==> config.mk <==
export PLATFORM = sky130hd
export DESIGN_NAME = dual_vme_interrupt_generator
export DESIGN_NICKNAME = d
export VERILOG_FILES = /design/src/verilog/irq_gen_pkg.sv /design/src/verilog/irq_line_decode.sv /design/src/verilog/dual_vme_interrupt_generator.sv
export SDC_FILE = /design/constraint.sdc
export NUM_CORES = 1
export LEC_CHECK = 0
export BUFFER_PORTS_ARGS = -buffer_cell sky130_fd_sc_hd__clkbuf_2
export CORE_ASPECT_RATIO = 2
export CORE_UTILIZATION = 58
export CTS_BUF_LIST = sky130_fd_sc_hd__clkbuf_16
export DETAILED_ROUTE_END_ITERATION = 16
export GPL_TIMING_DRIVEN = 1
export PLACE_DENSITY = 0.9
export SETUP_SLACK_MARGIN = 0.4
export SYNTH_ARGS = -nofsm -noshare
export SYNTH_HDL_FRONTEND = slang
export SYNTH_HIERARCHICAL = 1
export SYNTH_SLANG_ARGS = --single-unit
==> constraint.sdc <==
create_clock -name clk_in -period 3.2 [get_ports clk_in]
set_input_delay 0.48 -clock clk_in [delete_from_list [all_inputs] [get_ports clk_in]]
set_output_delay 0.48 -clock clk_in [all_outputs]
set_load 0.02 [all_outputs]
==> src/verilog/irq_gen_pkg.sv <==
// Constants for the dual interrupt generator
package irq_gen_pkg;
  localparam int NUM_GEN = 2;
  localparam int NUM_EVT = 6;
  localparam int NUM_LINES = 7;
  localparam int PRIO_W = 3;
  localparam logic [5:0] MASK_RST = 6'h00;
  localparam logic [2:0] PRIO_RST = 3'h0;
  localparam logic [2:0] PRIO_OFF = 3'h0;
  localparam int BIT_FIFO_NONEMPTY = 0;
  localparam int BIT_BLOCK_COMPLETE = 1;
  localparam int BIT_ARMED_WAITING = 2;
  localparam int BIT_ACQ_STOPPED = 3;
  localparam int BIT_OVER_RANGE = 4;
  localparam int BIT_CONV_FAULT = 5;
endpackage : irq_gen_pkg

==> src/verilog/irq_line_decode.sv <==
// One generator: event gating and line decode
module irq_line_decode (
  input wire logic [5:0] evt_in,
  input wire logic [5:0] mask_in,
  input wire logic [2:0] prio_in,
  output logic active_out,
  output logic [6:0] lines_out
);
  always_comb begin
    active_out = (|(evt_in & mask_in)) && (prio_in != irq_gen_pkg::PRIO_OFF);
    lines_out = 7'h00;
    if (active_out) begin
      lines_out[prio_in - 3'h1] = 1'b1;
    end
  end
endmodule : irq_line_decode

==> src/verilog/dual_vme_interrupt_generator.sv <==
// Two independent interrupt generators driving seven request lines
module dual_vme_interrupt_generator (
  input wire logic clk_in,
  input wire logic nrst_in,
  input wire logic evt_fifo_nonempty_in,
  input wire logic evt_block_complete_in,
  input wire logic evt_armed_waiting_in,
  input wire logic evt_acquisition_stopped_in,
  input wire logic evt_input_over_range_in,
  input wire logic evt_converter_fault_in,
  input wire logic generator_index_in,
  input wire logic mask_wr_in,
  input wire logic [5:0] mask_wdata_in,
  input wire logic prio_wr_in,
  input wire logic [2:0] prio_wdata_in,
  output logic [5:0] mask_rdata_out,
  output logic [2:0] prio_rdata_out,
  output logic [1:0] gen_active_out,
  output logic [6:0] irq_lines_out
);
  logic [5:0] evt_s1_ff;
  logic [5:0] evt_ff;
  logic [5:0] mask_ff [2];
  logic [5:0] nxt_mask [2];
  logic [2:0] prio_ff [2];
  logic [2:0] nxt_prio [2];
  logic [5:0] evt_raw;
  logic [6:0] lines_g [2];
  logic [1:0] act;
  logic [6:0] nxt_lines;
  logic [6:0] lines_ff;
  logic [1:0] act_ff;
  logic [5:0] nxt_mrd;
  logic [2:0] nxt_prd;
  logic [2:0] hold_cnt_ff;
  logic [2:0] nxt_hold_cnt;

  function automatic logic sel_match(input logic idx, input int g);
    return idx == g[0];
  endfunction : sel_match

  function automatic logic [6:0] line_bit(input logic [2:0] prio);
    line_bit = 7'h00;
    if (prio != irq_gen_pkg::PRIO_OFF) begin
      line_bit[prio - 3'h1] = 1'b1;
    end
  endfunction : line_bit

  // Counts consecutive edges with an enabled raw event on generator 0 and no setting write, saturating at 7
  always_comb begin
    nxt_hold_cnt = 3'h0;
    if ((|(evt_raw & mask_ff[0])) && (prio_ff[0] != irq_gen_pkg::PRIO_OFF)
        && !mask_wr_in && !prio_wr_in) begin
      nxt_hold_cnt = hold_cnt_ff;
      if (hold_cnt_ff != 3'h7) begin
        nxt_hold_cnt = hold_cnt_ff + 3'h1;
      end
    end
  end

  always_ff @(posedge clk_in or negedge nrst_in) begin
    if (!nrst_in) begin
      hold_cnt_ff <= 3'h0;
    end else begin
      hold_cnt_ff <= nxt_hold_cnt;
    end
  end

  always_comb begin
    evt_raw = 6'h00;
    evt_raw[irq_gen_pkg::BIT_FIFO_NONEMPTY] = evt_fifo_nonempty_in;
    evt_raw[irq_gen_pkg::BIT_BLOCK_COMPLETE] = evt_block_complete_in;
    evt_raw[irq_gen_pkg::BIT_ARMED_WAITING] = evt_armed_waiting_in;
    evt_raw[irq_gen_pkg::BIT_ACQ_STOPPED] = evt_acquisition_stopped_in;
    evt_raw[irq_gen_pkg::BIT_OVER_RANGE] = evt_input_over_range_in;
    evt_raw[irq_gen_pkg::BIT_CONV_FAULT] = evt_converter_fault_in;
  end

  // Events come from other logic domains: two-stage sync
  always_ff @(posedge clk_in or negedge nrst_in) begin
    if (!nrst_in) begin
      evt_s1_ff <= 6'h00;
      evt_ff <= 6'h00;
    end else begin
      evt_s1_ff <= evt_raw;
      evt_ff <= evt_s1_ff;
    end
  end

  // Settings, index one bit wide so only 0 or 1 reachable
  always_comb begin
    for (int g = 0; g < irq_gen_pkg::NUM_GEN; g++) begin
      nxt_mask[g] = mask_ff[g];
      nxt_prio[g] = prio_ff[g];
      if (mask_wr_in && sel_match(generator_index_in, g)) begin
        nxt_mask[g] = mask_wdata_in;
      end
      if (prio_wr_in && sel_match(generator_index_in, g)) begin
        nxt_prio[g] = prio_wdata_in;
      end
    end
    nxt_mrd = mask_ff[generator_index_in];
    nxt_prd = prio_ff[generator_index_in];
  end

  always_ff @(posedge clk_in or negedge nrst_in) begin
    if (!nrst_in) begin
      for (int g = 0; g < irq_gen_pkg::NUM_GEN; g++) begin
        mask_ff[g] <= irq_gen_pkg::MASK_RST;
        prio_ff[g] <= irq_gen_pkg::PRIO_RST;
      end
      mask_rdata_out <= irq_gen_pkg::MASK_RST;
      prio_rdata_out <= irq_gen_pkg::PRIO_RST;
    end else begin
      for (int g = 0; g < irq_gen_pkg::NUM_GEN; g++) begin
        mask_ff[g] <= nxt_mask[g];
        prio_ff[g] <= nxt_prio[g];
      end
      mask_rdata_out <= nxt_mrd;
      prio_rdata_out <= nxt_prd;
    end
  end

  irq_line_decode u_gen0 (
    .evt_in(evt_ff),
    .mask_in(mask_ff[0]),
    .prio_in(prio_ff[0]),
    .active_out(act[0]),
    .lines_out(lines_g[0])
  );

  irq_line_decode u_gen1 (
    .evt_in(evt_ff),
    .mask_in(mask_ff[1]),
    .prio_in(prio_ff[1]),
    .active_out(act[1]),
    .lines_out(lines_g[1])
  );

  always_comb begin
    nxt_lines = lines_g[0] | lines_g[1];
  end

  always_ff @(posedge clk_in or negedge nrst_in) begin
    if (!nrst_in) begin
      lines_ff <= 7'h00;
      act_ff <= 2'h0;
    end else begin
      lines_ff <= nxt_lines;
      act_ff <= act;
    end
  end

  assign irq_lines_out = lines_ff;
  assign gen_active_out = act_ff;

  a_off_no_line: assert property (@(posedge clk_in) disable iff (!nrst_in)
    (prio_ff[0] == irq_gen_pkg::PRIO_OFF) |=> !act_ff[0])
    else $error("generator 0 active with priority zero");

  a_off_no_line_b: assert property (@(posedge clk_in) disable iff (!nrst_in)
    (prio_ff[1] == irq_gen_pkg::PRIO_OFF) |=> !act_ff[1])
    else $error("generator 1 active with priority zero");

  a_line_follows_prio: assert property (@(posedge clk_in) disable iff (!nrst_in)
    act[0] |=> irq_lines_out[$past(prio_ff[0]) - 3'h1])
    else $error("generator 0 line not the priority line");

  a_line_follows_b: assert property (@(posedge clk_in) disable iff (!nrst_in)
    act[1] |=> irq_lines_out[$past(prio_ff[1]) - 3'h1])
    else $error("generator 1 line not the priority line");

  a_seven_top_line: assert property (@(posedge clk_in) disable iff (!nrst_in)
    (act[1] && prio_ff[1] == 3'h7) |=> irq_lines_out[6])
    else $error("priority seven did not drive top line");

  a_seven_top_a: assert property (@(posedge clk_in) disable iff (!nrst_in)
    (act[0] && prio_ff[0] == 3'h7) |=> irq_lines_out[6])
    else $error("generator 0 priority seven missed top line");

  a_lines_are_or: assert property (@(posedge clk_in) disable iff (!nrst_in)
    1'b1 |=> irq_lines_out == $past(line_bit(act[0] ? prio_ff[0] : irq_gen_pkg::PRIO_OFF)
      | line_bit(act[1] ? prio_ff[1] : irq_gen_pkg::PRIO_OFF)))
    else $error("request lines are not the union of both generators");

  a_idle_no_line: assert property (@(posedge clk_in) disable iff (!nrst_in)
    (gen_active_out == 2'h0) |-> (irq_lines_out == 7'h00))
    else $error("line driven with no active generator");

  a_any_event_fires: assert property (@(posedge clk_in) disable iff (!nrst_in)
    ((|(evt_ff & mask_ff[0])) && prio_ff[0] != 3'h0) |=> gen_active_out[0])
    else $error("enabled event did not raise request");

  a_any_event_b: assert property (@(posedge clk_in) disable iff (!nrst_in)
    ((|(evt_ff & mask_ff[1])) && prio_ff[1] != 3'h0) |=> gen_active_out[1])
    else $error("enabled event did not raise generator 1 request");

  a_event_path_sync: assert property (@(posedge clk_in) disable iff (!nrst_in)
    (evt_fifo_nonempty_in && mask_ff[0][irq_gen_pkg::BIT_FIFO_NONEMPTY]
      && prio_ff[0] != irq_gen_pkg::PRIO_OFF)[*3] |=> irq_lines_out[$past(prio_ff[0]) - 3'h1])
    else $error("fifo event did not reach line");

  a_sync_block: assert property (@(posedge clk_in) disable iff (!nrst_in)
    $past(nrst_in, 2) |-> evt_ff[irq_gen_pkg::BIT_BLOCK_COMPLETE] == $past(evt_block_complete_in, 2))
    else $error("block event not carried through sync");

  a_sync_armed: assert property (@(posedge clk_in) disable iff (!nrst_in)
    $past(nrst_in, 2) |-> evt_ff[irq_gen_pkg::BIT_ARMED_WAITING] == $past(evt_armed_waiting_in, 2))
    else $error("armed event not carried through sync");

  a_sync_stopped: assert property (@(posedge clk_in) disable iff (!nrst_in)
    $past(nrst_in, 2) |-> evt_ff[irq_gen_pkg::BIT_ACQ_STOPPED] == $past(evt_acquisition_stopped_in, 2))
    else $error("stopped event not carried through sync");

  a_sync_range: assert property (@(posedge clk_in) disable iff (!nrst_in)
    $past(nrst_in, 2) |-> evt_ff[irq_gen_pkg::BIT_OVER_RANGE] == $past(evt_input_over_range_in, 2))
    else $error("over range event not carried through sync");

  a_sync_fault: assert property (@(posedge clk_in) disable iff (!nrst_in)
    $past(nrst_in, 2) |-> evt_ff[irq_gen_pkg::BIT_CONV_FAULT] == $past(evt_converter_fault_in, 2))
    else $error("fault event not carried through sync");

  a_steady_request: assert property (@(posedge clk_in) disable iff (!nrst_in)
    (hold_cnt_ff >= 3'h3) |-> gen_active_out[0])
    else $error("request missing while enabled event held");

  a_drop_when_clear: assert property (@(posedge clk_in) disable iff (!nrst_in)
    (!(|(evt_ff & mask_ff[1]))) |=> !gen_active_out[1])
    else $error("request held with no enabled event");

  a_drop_clear_a: assert property (@(posedge clk_in) disable iff (!nrst_in)
    (!(|(evt_ff & mask_ff[0]))) |=> !gen_active_out[0])
    else $error("generator 0 request held with no enabled event");

  a_zero_prio_quiet: assert property (@(posedge clk_in) disable iff (!nrst_in)
    (prio_ff[0] == irq_gen_pkg::PRIO_OFF && prio_ff[1] == irq_gen_pkg::PRIO_OFF)
    |=> (irq_lines_out == 7'h00))
    else $error("line driven with both generators off");

  a_mask_write_sep: assert property (@(posedge clk_in) disable iff (!nrst_in)
    (mask_wr_in && !prio_wr_in) |=> $stable(prio_ff[0]) && $stable(prio_ff[1]))
    else $error("mask write disturbed priority");

  a_prio_write_sep: assert property (@(posedge clk_in) disable iff (!nrst_in)
    (prio_wr_in && !mask_wr_in) |=> $stable(mask_ff[0]) && $stable(mask_ff[1]))
    else $error("priority write disturbed mask");

  a_index_isolated: assert property (@(posedge clk_in) disable iff (!nrst_in)
    (mask_wr_in && generator_index_in) |=> $stable(mask_ff[0]))
    else $error("write to generator 1 changed generator 0");

  a_index_isolated_b: assert property (@(posedge clk_in) disable iff (!nrst_in)
    (mask_wr_in && !generator_index_in) |=> $stable(mask_ff[1]))
    else $error("write to generator 0 changed generator 1");

  a_prio_isolated: assert property (@(posedge clk_in) disable iff (!nrst_in)
    (prio_wr_in && generator_index_in) |=> $stable(prio_ff[0]))
    else $error("priority write to generator 1 changed generator 0");

  a_readback: assert property (@(posedge clk_in) disable iff (!nrst_in)
    (prio_wr_in && !generator_index_in) ##1 !generator_index_in
    |=> prio_rdata_out == $past(prio_wdata_in, 2))
    else $error("priority readback mismatch");

  a_mask_readback: assert property (@(posedge clk_in) disable iff (!nrst_in)
    (mask_wr_in && generator_index_in) ##1 generator_index_in
    |=> mask_rdata_out == $past(mask_wdata_in, 2))
    else $error("mask readback mismatch");

  a_write_lands: assert property (@(posedge clk_in) disable iff (!nrst_in)
    (mask_wr_in && !generator_index_in) |=> mask_ff[0] == $past(mask_wdata_in))
    else $error("mask write did not land");

  c_both_active: cover property (@(posedge clk_in) disable iff (!nrst_in) act_ff == 2'h3);
  c_mask_wr_b: cover property (@(posedge clk_in) disable iff (!nrst_in)
    mask_wr_in && generator_index_in);
  c_top_line: cover property (@(posedge clk_in) disable iff (!nrst_in) irq_lines_out[6]);
  c_fault_irq: cover property (@(posedge clk_in) disable iff (!nrst_in)
    evt_ff[irq_gen_pkg::BIT_CONV_FAULT] && act_ff[0]);
  c_release: cover property (@(posedge clk_in) disable iff (!nrst_in) $fell(act_ff[1]));
endmodule : dual_vme_interrupt_generator

==> results.toml <==
[clocking]
root_buffer = "clkbuf_16"
cts_buffer_depth = 2
clkTransAtPathRegs_ns = 0.06
ctsHoldBuffers = 0
cts_tree = "done"
ctsResizeCount = 0
cts.htree.levels = 2
cts_setup_buffers = 0
worstSkewPairLatency_ns = 0.29
numCtsBuffers = 5
cts_sinks = 48

[die]
initial_core_util_pct = 61.0
die_h_um = 84.0
core.rowCount = 29
core-area_um2 = 3190
io_pins = 38
dieArea_um2 = 3610
die_x_um = 43.0

[worst_setup_path]
reg2reg_setup_slack_ns = 1.50
crit_chain = "inv_1, ha_1, mux2i_1, nor3_1, or2_2"
arrival_ns = 1.87
r2r-end = "irq_lines_out[4]"
critPathRequiredTime_ns = 3.37
path_buf_inv = 1
worstReg2RegStart = "prio_ff[3]"
cp_slowest_cell = "dfrtp_1"
endpoint_kind = "flop"
cp_top_family = "flip-flops"
max_stage_delay_ns = 0.46
path_max_fanout = 7
r2r_cells = 5
critPathLaunchType = "flop"
crit_type = "reg2reg"

[synth]
synth-seq-cells = 48
synth.avg_cell_area_um2 = 14.3
yosysTopAreaCell = "dfrtp_1"
yosys_warnings = 6
syn-num-nets = 160
synth.top_cell.area_share_pct = 61.7
synthCells = 136
synth-seq-area-share_pct = 61.7
synth_area_um2 = 1950
synthTopCellsByArea = "dfrtp_1 62%, mux2_2 14%, ha_1 2.6%"
synth_cell_types = 25

[power_and_ir_drop]
vdd_drop_max_v = 0.000530
p_leak_nw = 1.12
power_density_nw_per_um2 = 729

[global_route]
grt_pass1_vias = 1266
grt-busiest-layer = "met2"
grt_pass1_wl_mm = 5.77
grt_max_degree = 49
grt_use_met2_pct = 39.4
antenna_found_initial = 0
grt.met1_usage_pct = 21.5
grt_usage_pct = 22.4
gr-usage-met3_pct = 6.49
grt-ovfl-total = 0

[finish]
multi_input_area_um2 = 679
area_growth_pct = 17.8
final_cell_count_no_fill = 208
fin_util_pct = 71.9
drive_above_1_share_pct = 47.5
fillCellCount = 220
finalNetCount = 200
ff_latch_area_um2 = 1200
antennaDiodeCount = 0

[placement]
io_buffer_count = 37
hpwl_mm = 2.54
dp.cells = 200
gp_congestion = 0.856

[timing]
finalSetupViolCount = 0
final_hold_viol_count = 0
whs_ns = 0.292
tns_ns = 0
worst_pin_slew_ns = 1.12
fmaxAchievable_mhz = 587
slew_violations = 0
relSlewSlack_pct = 25.2
rsz0062_at_grt = "no"
clock_skew_ns = 0.00522
period_minus_slack_ns = 1.70
period_share_pct = 53.2

[route]
drt-initial-drc-count = 22
wl_mm = 3.45
drc = 0
via_count = 1195
vias_per_cell = 5.75
wire_per_inst_um = 16.6
postRouteAntennaNets = 0
first_pass_iters = 4

[worst_hold_path]
hold_start = "evt_fifo_nonempty_in"
whs_endpoint = "evt_s1_ff[0]"
hold_depth = 1
hold_class = "in2reg"

[run]
maxCapViolCount = 0

[status]
status = "complete, no violations"
==> layer usage <==
| layer | wire length [um] | share of wire, % | vias to the layer above |
|---|---|---|---|
| li1 | - | - | 551 |
| met3 | 139 | 4.0 | 11 |
| met1 | 1130 | 33 | 594 |
| met4 | 140 | 4.1 | 0 |
| met5 | 0 | 0 | - |
| met2 | 2040 | 59 | 39 |
==> where the power goes <==
group | switching (mW) | leakage [nW] | internal (mW)
registers | 0.0519 | 0.571 | 0.697
clock network | 0.211 | 0.0798 | 0.366
logic | 0.197 | 0.464 | 0.149
==> placed cells by master, fill, tap and decap left out <==
master and count:
dfrtp_1 48, clkbuf_2 37, mux2_2 24, nor3_1 9, or2_2 7, inv_1 6
a22oi_1 6, clkbuf_16 5, ha_1 4, mux2_4 3, a21oi_1 3, nor4_1 3
nand3_1 3, nand2_1 2, and3_1 2, nor4b_2 2, nand2_4 1, nor2b_2 1
nor2b_1 1, clkinv_2 1, bufinv_16 1, clkinvlp_4 1, nor2_1 1, mux2i_1 1
nand2b_1 1, nand3b_1 1, xor2_1 1, xnor2_1 1, nor3_2 1
==> stage by stage <==
stage | area, um^2 | setup slack [ns] | total power [mW]
6_report | 2290 | 1.50 | 1.67
5_1_grt | 2290 | 1.35 | 1.74
4_1_cts | 2290 | 1.51 | 1.69
3_5_place_dp | 2130 | 1.46 | 1.11
3_3_place_gp | 2130 | 1.52 | 1.08
2_1_floorplan | 1950 | 1.70 | 0.995
==> synthesized netlist by cell type, drive strengths merged <==
library cell	count
nor2	1
nor2b	2
mux2	27
nor3	10
xnor2	1
nor4	3
nand2	3
nor4b	2
and3	2
nand2b	1
xor2	1
inv	6
buf	4
or2	7
a22oi	6
a21oi	3
nand3b	1
nand3	3
mux2i	1
dfrtp	48
ha	4
==> worst max-delay path by stage <==
stage	end	slack, ns	depth (start not counted)	start
floorplan	irq_lines_out[1]	1.70	6	prio_ff[3]
global placement	mask_ff[6]	1.52	3	generator_index_in
detailed placement	mask_ff[8]	1.46	3	generator_index_in
CTS	irq_lines_out[4]	1.51	5	prio_ff[3]
global route	irq_lines_out[2]	1.35	6	prio_ff[3]
finish	irq_lines_out[4]	1.50	5	prio_ff[3]
==> worst register-to-register path, delay by kind of cell, from the launching register on <==
kind | cells | cell delay (ns)
fa+ha+maj | 1 | 0.23
flops | 1 | 0.46
mux | 1 | 0.36
buf+inv | 1 | 0.15
simple gates | 2 | 0.38
==> final cells by class <==
type | count | share of cell area, %
Timing Repair Buffer | 37 | 8.07
Inverter | 6 | 0.981
Tap cell | 31 | 1.69
Sequential cell | 48 | 52.3
Multi-Input combinational cell | 78 | 29.6
Clock inverter | 3 | 1.85
Clock buffer | 5 | 5.45
==> kinds of logic after synthesis <==
logic type               count (synthesis)  share of synthesized area (%)
AND/OR/NAND/NOR                         35                           11.6
multiplexers                            28                           16.7
flip-flops                              48                           61.7
buffers and inverters                   10                           3.47
XOR/XNOR                                 2                          0.899
AO/OA/AOI/OAI                            9                           3.08
adder cells (fa/ha/maj)                  4                           2.57
==> sequential cells by signal (all words and copies together) (netlist names) <==
register,count
irq_lines_out,7
prio_ff,6
gen_active_out,2
evt_ff,6
evt_s1_ff,6
mask_rdata_out,6
prio_rdata_out,3
mask_ff,12
Note: power is estimated with default switching activity, not from simulation.
